## config.mk

```make
export PLATFORM = sky130hd
export DESIGN_NAME = serial_slave_comm_config
export DESIGN_NICKNAME = d
export VERILOG_FILES = /design/src/rtl/comm_cfg_pkg.sv /design/src/rtl/serial_slave_comm_config.sv
export SDC_FILE = /design/constraint.sdc
export NUM_CORES = 1
export LEC_CHECK = 0
export BUFFER_PORTS_ARGS = -buffer_cell sky130_fd_sc_hd__buf_2
export CAP_MARGIN = 20
export CORE_MARGIN = 2
export CORE_UTILIZATION = 59
export CTS_CLUSTER_DIAMETER = 100
export CTS_CLUSTER_SIZE = 12
export DETAILED_ROUTE_END_ITERATION = 8
export PLACE_DENSITY = 0.8
export SLEW_MARGIN = 40
export SYNTH_ARGS = -nofsm -noshare
export SYNTH_HDL_FRONTEND = slang
export SYNTH_SLANG_ARGS = --single-unit
```

## constraint.sdc

```tcl
create_clock -name clk_sys_i -period 4.2 [get_ports clk_sys_i]
set_input_delay 0.84 -clock clk_sys_i [delete_from_list [all_inputs] [get_ports clk_sys_i]]
set_output_delay 0.84 -clock clk_sys_i [all_outputs]
set_load 0.02 [all_outputs]
```

## src/rtl/comm_cfg_pkg.sv

```systemverilog
package comm_cfg_pkg;
    localparam logic [15:0] OFS_NODE_ADDR  = 16'h0300;
    localparam logic [15:0] OFS_SPEED      = 16'h0302;
    localparam logic [15:0] OFS_PROTOCOL   = 16'h0304;
    localparam logic [15:0] OFS_FAULT_ACT  = 16'h0306;
    localparam logic [15:0] OFS_TIMEOUT    = 16'h0308;
    localparam logic [15:0] OFS_PHY_SEL    = 16'h030a;
    localparam logic [15:0] OFS_REPLY_DLY  = 16'h030e;

    localparam logic [15:0] RST_NODE_ADDR  = 16'h007f;
    localparam logic [15:0] RST_SPEED      = 16'h0203;
    localparam logic [15:0] RST_PROTOCOL   = 16'h0006;
    localparam logic [15:0] RST_FAULT_ACT  = 16'h0000;
    localparam logic [15:0] RST_TIMEOUT    = 16'h0000;
    localparam logic [15:0] RST_PHY_SEL    = 16'h0000;
    localparam logic [15:0] RST_REPLY_DLY  = 16'h0000;

    localparam logic [7:0]  ADDR_MIN       = 8'h01;
    localparam logic [7:0]  ADDR_MAX       = 8'h7f;
    localparam logic [7:0]  ADDR_ANY       = 8'hff;
    localparam logic [15:0] SPEED_MAX      = 16'h0405;
    localparam logic [3:0]  UART_RATE_MAX  = 4'h5;
    localparam logic [3:0]  CAN_RATE_MAX   = 4'h4;
    localparam logic [3:0]  PROTO_MAX      = 4'h8;
    localparam logic [3:0]  PROTO_RTU_MIN  = 4'h6;
    localparam logic [4:0]  TIMEOUT_MAX    = 5'h14;
    localparam logic [10:0] DELAY_MAX      = 11'h3e8;

    localparam int          CLK_HZ         = 250000000;
    localparam int          MS_CYCLES      = CLK_HZ / 1000;
    localparam int          SEC_MS         = 1000;
    localparam logic [17:0] MS_TICK_LAST   = 18'(MS_CYCLES - 1);
    localparam logic [9:0]  SEC_MS_LAST    = 10'(SEC_MS - 1);
    localparam int          USB_KBPS       = 1000;

    typedef enum logic [1:0] {
        DLY_IDLE = 2'b00,
        DLY_WAIT = 2'b01,
        DLY_SEND = 2'b10
    } reply_state_t;

    typedef struct packed {
        logic [2:0] uart_rate;
        logic [2:0] can_rate;
        logic       ascii_mode;
        logic       eight_bits;
        logic       parity_en;
        logic       parity_odd;
        logic       two_stop;
        logic       rs485_sel;
    } link_cfg_t;
endpackage

```

## src/rtl/serial_slave_comm_config.sv

```systemverilog
`timescale 1ns/1ps
// Summary of operation
// - node address register takes 0x01..0x7f, resets to 0x7f
// - low digit is axis number, next digit group 0..7, upper digits zero
// - no broadcast address exists; only a frame for 0xff is taken by every node
// - frame addressed 0xff is accepted and answered whatever our address
// - speed digit 0 picks uart baud 4800..115200 for codes 0..5
// - speed digit 2 picks can rate 125k..1m for codes 0..4
// - speed digit 1 reserved zero; range 0x0000..0x0405, reset 0x0203
// - speed writes over canopen change only the can rate digit; other registers take the whole word
// - usb path always runs at 1 mbit/s
// - protocol codes 0..5 are modbus ascii 7n2 7e1 7o1 8n2 8e1 8o1
// - codes 6..8 are modbus rtu 8n2 default, 8e1, 8o1
// - fault action 0 shows fault, drive keeps running
// - fault action 1 shows fault and asks for a decelerated stop
// - timeout 1..20 s raises fault after that long without traffic
// - timeout zero disables detection
// - interface select 0 is rs-232, 1 is rs-485, never mixed
// - each reply is held back 0..1000 ms
module serial_slave_comm_config #(
    parameter int                         MS_CYCLES = comm_cfg_pkg::MS_CYCLES // clocks per ms
) (
    input  wire logic                     clk_sys_i,      // 250 mhz system clock
    input  wire logic                     reset_n_i,      // synchronous reset, active low
    input  wire logic                     reg_wr_i,       // register write strobe
    input  wire logic                     reg_rd_i,       // register read strobe
    input  wire logic                     reg_canopen_i,  // write comes over canopen
    input  wire logic [15:0]              reg_addr_i,     // parameter address
    input  wire logic [15:0]              reg_wdata_i,    // write data
    output logic      [15:0]              reg_rdata_o,    // read data
    output logic                          reg_ack_o,      // access accepted
    output logic                          reg_err_o,      // write unmapped or out of range
    input  wire logic                     frame_valid_i,  // one-cycle: frame received
    input  wire logic [7:0]               frame_addr_i,   // address field of frame
    output logic                          frame_accept_o, // frame is for this drive
    output logic                          frame_drop_o,   // frame discarded
    output logic                          reply_go_o,     // one-cycle: send reply now
    output logic                          reply_busy_o,   // reply delay running
    output comm_cfg_pkg::link_cfg_t       link_cfg_o,     // decoded framing setup
    output logic [3:0]                    axis_num_o,     // axis number
    output logic [2:0]                    group_num_o,    // group number
    output logic                          usb_1m_o,       // usb rate fixed 1 mbit/s
    output logic                          comm_fault_o,   // timeout fault shown
    output logic                          decel_stop_o    // stop request on fault
);
    logic [15:0] node_addr_reg, node_addr_next;
    logic [15:0] speed_reg, speed_next;
    logic [15:0] proto_reg, proto_next;
    logic [15:0] fault_act_reg, fault_act_next;
    logic [15:0] timeout_reg, timeout_next;
    logic [15:0] phy_reg, phy_next;
    logic [15:0] dly_reg, dly_next;
    logic [17:0] tick_reg, tick_next;
    logic [9:0]  ms_reg, ms_next;
    logic [4:0]  sec_reg, sec_next;
    logic        fault_reg, fault_next;
    logic [10:0] wait_reg, wait_next;
    comm_cfg_pkg::reply_state_t st_reg, st_next;
    logic        hit, wr_ok, ms_tick, sec_tick;
    logic [15:0] rdata_next;

    function automatic logic in_range(input logic [15:0] a, input logic [15:0] d);
        logic ok;
        ok = 1'b0;
        case (a)
            comm_cfg_pkg::OFS_NODE_ADDR:
                ok = d[15:8] == 8'h00 && d[7:0] >= comm_cfg_pkg::ADDR_MIN
                     && d[7:0] <= comm_cfg_pkg::ADDR_MAX;
            comm_cfg_pkg::OFS_SPEED:
                ok = d[15:12] == 4'h0 && d[11:8] <= comm_cfg_pkg::CAN_RATE_MAX
                     && d[7:4] == 4'h0 && d[3:0] <= comm_cfg_pkg::UART_RATE_MAX;
            comm_cfg_pkg::OFS_PROTOCOL:
                ok = d <= 16'(comm_cfg_pkg::PROTO_MAX);
            comm_cfg_pkg::OFS_FAULT_ACT,
            comm_cfg_pkg::OFS_PHY_SEL:
                ok = d <= 16'h0001;
            comm_cfg_pkg::OFS_TIMEOUT:
                ok = d <= 16'(comm_cfg_pkg::TIMEOUT_MAX);
            comm_cfg_pkg::OFS_REPLY_DLY:
                ok = d <= 16'(comm_cfg_pkg::DELAY_MAX);
            default:
                ok = 1'b0;
        endcase
        return ok;
    endfunction

    // canopen may only touch the can digit, so range-check the merged word
    logic [15:0] wdata_eff;
    always_comb
    begin
        wdata_eff = reg_wdata_i;
        if (reg_canopen_i && reg_addr_i == comm_cfg_pkg::OFS_SPEED)
        begin
            wdata_eff = {speed_reg[15:12], reg_wdata_i[11:8], speed_reg[7:0]};
        end
    end

    assign wr_ok = reg_wr_i && in_range(reg_addr_i, wdata_eff);

    always_comb
    begin
        node_addr_next = node_addr_reg;
        speed_next     = speed_reg;
        proto_next     = proto_reg;
        fault_act_next = fault_act_reg;
        timeout_next   = timeout_reg;
        phy_next       = phy_reg;
        dly_next       = dly_reg;
        if (wr_ok)
        begin
            case (reg_addr_i)
                comm_cfg_pkg::OFS_NODE_ADDR: node_addr_next = wdata_eff;
                comm_cfg_pkg::OFS_SPEED:     speed_next = wdata_eff;
                comm_cfg_pkg::OFS_PROTOCOL:  proto_next = wdata_eff;
                comm_cfg_pkg::OFS_FAULT_ACT: fault_act_next = wdata_eff;
                comm_cfg_pkg::OFS_TIMEOUT:   timeout_next = wdata_eff;
                comm_cfg_pkg::OFS_PHY_SEL:   phy_next = wdata_eff;
                comm_cfg_pkg::OFS_REPLY_DLY: dly_next = wdata_eff;
                default:                     dly_next = dly_reg;
            endcase
        end
        case (reg_addr_i)
            comm_cfg_pkg::OFS_NODE_ADDR: rdata_next = node_addr_reg;
            comm_cfg_pkg::OFS_SPEED:     rdata_next = speed_reg;
            comm_cfg_pkg::OFS_PROTOCOL:  rdata_next = proto_reg;
            comm_cfg_pkg::OFS_FAULT_ACT: rdata_next = fault_act_reg;
            comm_cfg_pkg::OFS_TIMEOUT:   rdata_next = timeout_reg;
            comm_cfg_pkg::OFS_PHY_SEL:   rdata_next = phy_reg;
            comm_cfg_pkg::OFS_REPLY_DLY: rdata_next = dly_reg;
            default:                     rdata_next = 16'h0000;
        endcase
        if (!reg_rd_i)
        begin
            rdata_next = reg_rdata_o;
        end
    end

    // address match: own node or respond-to-any, never a broadcast
    assign hit = frame_valid_i && (frame_addr_i == node_addr_reg[7:0]
                 || frame_addr_i == comm_cfg_pkg::ADDR_ANY);

    // timeout: 1 ms prescaler, then ms to seconds
    // prescale length is a parameter so short runs can reach the ms and second paths
    assign ms_tick  = tick_reg == 18'(MS_CYCLES - 1);
    assign sec_tick = ms_tick && ms_reg == comm_cfg_pkg::SEC_MS_LAST;

    always_comb
    begin
        tick_next  = ms_tick ? 18'h00000 : tick_reg + 18'h00001;
        ms_next    = ms_reg;
        sec_next   = sec_reg;
        fault_next = fault_reg;
        if (ms_tick)
        begin
            ms_next = sec_tick ? 10'h000 : ms_reg + 10'h001;
        end
        if (sec_tick && sec_reg != comm_cfg_pkg::TIMEOUT_MAX)
        begin
            sec_next = sec_reg + 5'h01;
        end
        if (timeout_reg == 16'h0000)
        begin
            fault_next = 1'b0;
        end
        else if (sec_tick && 16'(sec_reg + 5'h01) >= timeout_reg)
        begin
            fault_next = 1'b1;
        end
        // a restart, by an accepted frame or a timeout write, also drops the shown fault
        if (hit || (wr_ok && reg_addr_i == comm_cfg_pkg::OFS_TIMEOUT))
        begin
            tick_next = 18'h00000;
            ms_next   = 10'h000;
            sec_next  = 5'h00;
            fault_next = 1'b0;
        end
    end

    // reply delay; a new frame during the wait does not reload wait_reg and gets no reply of its own
    always_comb
    begin
        st_next   = st_reg;
        wait_next = wait_reg;
        case (st_reg)
            comm_cfg_pkg::DLY_IDLE:
            begin
                if (hit)
                begin
                    wait_next = dly_reg[10:0];
                    st_next   = (dly_reg == 16'h0000) ? comm_cfg_pkg::DLY_SEND
                                                      : comm_cfg_pkg::DLY_WAIT;
                end
            end
            comm_cfg_pkg::DLY_WAIT:
            begin
                if (ms_tick)
                begin
                    wait_next = wait_reg - 11'h001;
                    if (wait_reg == 11'h001)
                    begin
                        st_next = comm_cfg_pkg::DLY_SEND;
                    end
                end
            end
            comm_cfg_pkg::DLY_SEND:
                st_next = comm_cfg_pkg::DLY_IDLE;
            default:
                st_next = comm_cfg_pkg::DLY_IDLE;
        endcase
    end

    always_ff @(posedge clk_sys_i)
    begin
        if (!reset_n_i)
        begin
            node_addr_reg <= comm_cfg_pkg::RST_NODE_ADDR;
            speed_reg     <= comm_cfg_pkg::RST_SPEED;
            proto_reg     <= comm_cfg_pkg::RST_PROTOCOL;
            fault_act_reg <= comm_cfg_pkg::RST_FAULT_ACT;
            timeout_reg   <= comm_cfg_pkg::RST_TIMEOUT;
            phy_reg       <= comm_cfg_pkg::RST_PHY_SEL;
            dly_reg       <= comm_cfg_pkg::RST_REPLY_DLY;
            tick_reg      <= 18'h00000;
            ms_reg        <= 10'h000;
            sec_reg       <= 5'h00;
            fault_reg     <= 1'b0;
            wait_reg      <= 11'h000;
            st_reg        <= comm_cfg_pkg::DLY_IDLE;
            reg_rdata_o   <= 16'h0000;
            reg_ack_o     <= 1'b0;
            reg_err_o     <= 1'b0;
        end
        else
        begin
            node_addr_reg <= node_addr_next;
            speed_reg     <= speed_next;
            proto_reg     <= proto_next;
            fault_act_reg <= fault_act_next;
            timeout_reg   <= timeout_next;
            phy_reg       <= phy_next;
            dly_reg       <= dly_next;
            tick_reg      <= tick_next;
            ms_reg        <= ms_next;
            sec_reg       <= sec_next;
            fault_reg     <= fault_next;
            wait_reg      <= wait_next;
            st_reg        <= st_next;
            reg_rdata_o   <= rdata_next;
            reg_ack_o     <= wr_ok || reg_rd_i;
            reg_err_o     <= reg_wr_i && !wr_ok;
        end
    end

    always_comb
    begin
        link_cfg_o.uart_rate  = speed_reg[2:0];
        link_cfg_o.can_rate   = speed_reg[10:8];
        link_cfg_o.ascii_mode = proto_reg[3:0] < comm_cfg_pkg::PROTO_RTU_MIN;
        link_cfg_o.eight_bits = proto_reg[3:0] >= 4'h3;
        link_cfg_o.parity_en  = proto_reg[3:0] != 4'h0 && proto_reg[3:0] != 4'h3
                                && proto_reg[3:0] != 4'h6;
        link_cfg_o.parity_odd = proto_reg[3:0] == 4'h2 || proto_reg[3:0] == 4'h5
                                || proto_reg[3:0] == 4'h8;
        link_cfg_o.two_stop   = !link_cfg_o.parity_en;
        link_cfg_o.rs485_sel  = phy_reg[0];
    end

    assign axis_num_o     = node_addr_reg[3:0];
    assign group_num_o    = node_addr_reg[6:4];
    assign usb_1m_o       = 1'b1;
    assign frame_accept_o = hit;
    assign frame_drop_o   = frame_valid_i && !hit;
    assign reply_go_o     = st_reg == comm_cfg_pkg::DLY_SEND;
    assign reply_busy_o   = st_reg != comm_cfg_pkg::DLY_IDLE;
    assign comm_fault_o   = fault_reg;
    assign decel_stop_o   = fault_reg && fault_act_reg[0];

    AST_ADDR_RANGE: assert property (@(posedge clk_sys_i) disable iff (!reset_n_i)
        node_addr_reg[7:0] >= comm_cfg_pkg::ADDR_MIN && node_addr_reg[15:7] == 9'h000)
        else $error("node address out of range");
    AST_SPEED_RSV: assert property (@(posedge clk_sys_i) disable iff (!reset_n_i)
        speed_reg[7:4] == 4'h0 && speed_reg <= comm_cfg_pkg::SPEED_MAX)
        else $error("speed register reserved digit or range broken");
    AST_CAN_ONLY: assert property (@(posedge clk_sys_i) disable iff (!reset_n_i)
        reg_wr_i && reg_canopen_i && reg_addr_i == comm_cfg_pkg::OFS_SPEED
        |=> speed_reg[7:0] == $past(speed_reg[7:0]))
        else $error("canopen write changed uart digit");
    AST_ANY_ACCEPT: assert property (@(posedge clk_sys_i) disable iff (!reset_n_i)
        frame_valid_i && frame_addr_i == comm_cfg_pkg::ADDR_ANY |-> frame_accept_o)
        else $error("respond-to-any frame not accepted");
    AST_DROP: assert property (@(posedge clk_sys_i) disable iff (!reset_n_i)
        frame_drop_o && st_reg == comm_cfg_pkg::DLY_IDLE |=> st_reg == comm_cfg_pkg::DLY_IDLE)
        else $error("dropped frame started a reply");
    AST_NO_DELAY: assert property (@(posedge clk_sys_i) disable iff (!reset_n_i)
        hit && st_reg == comm_cfg_pkg::DLY_IDLE && dly_reg == 16'h0000 |=> reply_go_o)
        else $error("zero-delay reply not sent next cycle");
    AST_TO_OFF: assert property (@(posedge clk_sys_i) disable iff (!reset_n_i)
        timeout_reg == 16'h0000 |=> !comm_fault_o)
        else $error("fault raised with timeout disabled");
    AST_RESTART: assert property (@(posedge clk_sys_i) disable iff (!reset_n_i)
        hit |=> sec_reg == 5'h00 && ms_reg == 10'h000 && !comm_fault_o)
        else $error("timeout not restarted by frame");
    AST_STOP: assert property (@(posedge clk_sys_i) disable iff (!reset_n_i)
        comm_fault_o && fault_act_reg == 16'h0000 |-> !decel_stop_o)
        else $error("stop requested while action is continue");
    AST_PROTO: assert property (@(posedge clk_sys_i) disable iff (!reset_n_i)
        proto_reg == 16'h0006 |-> !link_cfg_o.ascii_mode && link_cfg_o.two_stop
        && link_cfg_o.eight_bits)
        else $error("rtu default framing wrong");
    COV_ANY: cover property (@(posedge clk_sys_i) frame_valid_i && frame_addr_i == 8'hff);
    COV_DELAY: cover property (@(posedge clk_sys_i) st_reg == comm_cfg_pkg::DLY_WAIT
        ##1 reply_go_o);
    COV_FAULT: cover property (@(posedge clk_sys_i) decel_stop_o);
endmodule

```

==> flow_metrics.env <==
export IMPL_status="finished clean"
export IMPL_ant_nets=0
export IMPL_top_level_ports=90
export IMPL_fp_dieH_microns=123
export IMPL_n_fill_cell=1111
export IMPL_cts_max_level=4
export IMPL_synth_top_cell_area_share_pct=42.3
export IMPL_slew_violations=0
export IMPL_crit_path_max_incr_delay_ns=0.64
export IMPL_cts_tree="yes"
export IMPL_path_class="primary input to flop"
export IMPL_ys_types=74
export IMPL_grt_pass1_vias=6729
export IMPL_crit_family="simple AND/OR/NAND/NOR gates"
export IMPL_fin_skew_ns=0.0113
export IMPL_clk_pin_slew_worst_paths_ns=0.06
export IMPL_cp_end_kind="flop"
export IMPL_grt_total_usage_pct=30.1
export IMPL_synthTopCellsByArea="dfxtp_1 42%, and3_1 4.5%, nand2_1 4.2%"
export IMPL_place_hpwl_microns=15900
export IMPL_critPathRequiredTime_ns=4.48
export IMPL_p_leak_nw=3.82
export IMPL_power_density_mw_per_mm2=367
export IMPL_vias=7345
export IMPL_seq_area_frac_synth_pct=42.3
export IMPL_max_vdd_ir_drop_v=0.000319
export IMPL_drive_gt1_share_pct=16.9
export IMPL_clock_sinks=177
export IMPL_nets=1059
export IMPL_clockBufferDepth=2
export IMPL_worst_pin_slew_ns=0.799
export IMPL_crit_chain="buf_2, nor4_4, nand3_2, nor2_4, mux2i_1, o32ai_4, o211ai_2, mux2i_1, nand2_1"
export IMPL_die_x_microns=123
export IMPL_antenna_cells=0
export IMPL_start_util_pct=60.3
export IMPL_clk_latency_ns=0.44
export IMPL_synth_area_leader_cell="dfxtp_1"
export IMPL_synthTopCellsByCount="177 x dfxtp_1, 94 x nand2_1, 80 x nor2_1, 60 x and3_1, 43 x a21oi_1"
export IMPL_slowest_stage="o211ai_2"
export IMPL_grt_pass1_wl_microns=35300
export IMPL_fmax_mhz=292
export IMPL_route_detailed_drc=0
export IMPL_grt_max_degree=48
export IMPL_drtIter0Drc=673
export IMPL_tns_ns=0
export IMPL_rsz0062_at_grt="false"
export IMPL_placed_cell_area_sq_mm=0.00885
export IMPL_setup_violations_final=0
export IMPL_antenna_found_initial=0
export IMPL_port_buffers=88
export IMPL_synth_top_flop_cell="dfxtp_1"
export IMPL_drt_pass1_iter_count=5
export IMPL_syn_nets=1000
export IMPL_yosysWarnings=0
export IMPL_postCtsHoldBufs=0
export IMPL_core_sq_mm=0.0139
export IMPL_areaGrowthSynthToFinish_pct=13.0
export IMPL_die_area_sq_mm=0.0152
export IMPL_synth_area_sq_mm=0.00838
export IMPL_cap_viol_max_count=0
export IMPL_post_cts_buffers=0
export IMPL_wl_microns=22400
export IMPL_ctsResizeCount=0
export IMPL_yosysMostFrequentCell="dfxtp_1"
export IMPL_avgSynthCellArea_sq_um=8.89
export IMPL_syn_instance_count=942
export IMPL_min_period_ns=3.42
export IMPL_routed_via_density=6.16
export IMPL_path_buf_inv=1
export IMPL_fin_area_sq_mm=0.00946
export IMPL_grt_overflow=0
export IMPL_start_kind="primary input"
export IMPL_cts_root_buffer="clkbuf_16"
export IMPL_synth_edf_count=0
export IMPL_wl_per_cell_microns=18.8
export IMPL_finalHoldViolCount=0
export IMPL_cts_made_buffers=17
export IMPL_multiInputGateArea_sq_mm=0.00445
export IMPL_hold_path_class="flop to flop"
export IMPL_crit_path_frequent_cell="mux2i_1"
export IMPL_place_congestion=0.975
export IMPL_worstPathArrival_ns=3.71
export IMPL_synth_async_reset_ratio_pct=0
export IMPL_seq_area_sq_mm=0.00354
export IMPL_rows=43
export IMPL_largest_register_ffs=18
export IMPL_slew_headroom_pct=46.7
export IMPL_crit_fanout=16
export IMPL_ys_seq_elements=177
export IMPL_final_period_utilization_pct=81.5
## logic make-up after synthesis
group                      count (synthesis)  synth area share, %
AOI/OAI and AO/OA                        188                 16.4
xor gates and xnor gates                  40                 4.18
adders and majority gates                 12                 1.79
buffers and inverters                     82                 4.71
DFF                                      177                 42.3
muxes                                     28                 3.35
other                                      1               0.0448
and+or+nand+nor                          414                 27.2
## where the power goes
| part | internal [mW] | switching, mW |
|---|---|---|
| sequential | 1.68 | 0.00232 |
| combinational | 0.0383 | 0.0925 |
| clock | 0.993 | 0.669 |
| total | 2.71 | 0.763 |
## layout by cell type (no fill, tap or decap), types with 4 or more instances in the layout
master      count
a21oi_1        43
o21ai_0        16
bufinv_16       4
nor3_2          9
ha_1           12
nand2b_1        6
nor2b_1         5
mux2i_1        28
buf_4          16
dfxtp_1       177
a21o_1          4
xor2_1         25
a211oi_1       11
o21a_1          4
xnor2_1        15
buf_2          88
or4_1           6
nor2_1         80
nor4_1         17
a22oi_1        34
nand4_1        11
inv_1          17
a222oi_1       16
and4_1          4
clkinvlp_4      5
a31oi_1        16
o22ai_1         8
and3_1         60
nand3_1        23
nand2_1        94
clkbuf_16      17
nor3_1         29
and2_1         34
or2_2           5
## final timing paths
check | from | to | slack, ns | cells after the start
setup / recovery | reg_addr_i[15] | speed_reg[9] | 0.78 | 9
hold / removal | phy_reg[1] | phy_reg[1] | 0.46 | 1
setup reg to reg | speed_reg[15] | speed_reg[2] | 1.18 | 8
hold reg to reg | phy_reg[1] | phy_reg[1] | 0.46 | 1
## layout make-up
cell class	count	area share [%]
Clock buffer	18	4.54
Multi-Input combinational cell	683	47.0
Tap cell	180	2.38
Inverter	18	0.714
Timing Repair Buffer	104	5.92
Clock inverter	13	1.96
Sequential cell	177	37.4
## stage by stage
stage	util, %	worst slack, ns	power (mW)	hold WS [ns]	instances
2_1_floorplan	-	1.04	1.79	0.430	942
3_3_place_gp	63.7	0.465	1.85	0.442	1162
3_5_place_dp	63.7	0.351	1.85	0.445	1162
4_1_cts	68.2	0.825	3.49	0.464	1193
5_1_grt	68.2	0.504	3.57	0.481	1193
6_report	68.2	0.777	3.48	0.464	1193
## per-layer routing
layer / vias up / share of wire (%) / global-route usage [%]
li1: 3537 / - / -
met1: 3443 / 44 / 40.1
met2: 307 / 46 / 47.5
met3: 58 / 7.5 / 7.15
met4: 0 / 2.6 / 11.2
met5: - / 0 / 0
## worst reg2reg max path: cells and delay by family, from the launching register on
family / cells / cell delay [ns]
and+or+nand+nor: 3 / 1.29
AOI/OAI and AO/OA: 5 / 1.28
DFF: 1 / 0.32
No activity file was read; power rests on OpenSTA's default activity.
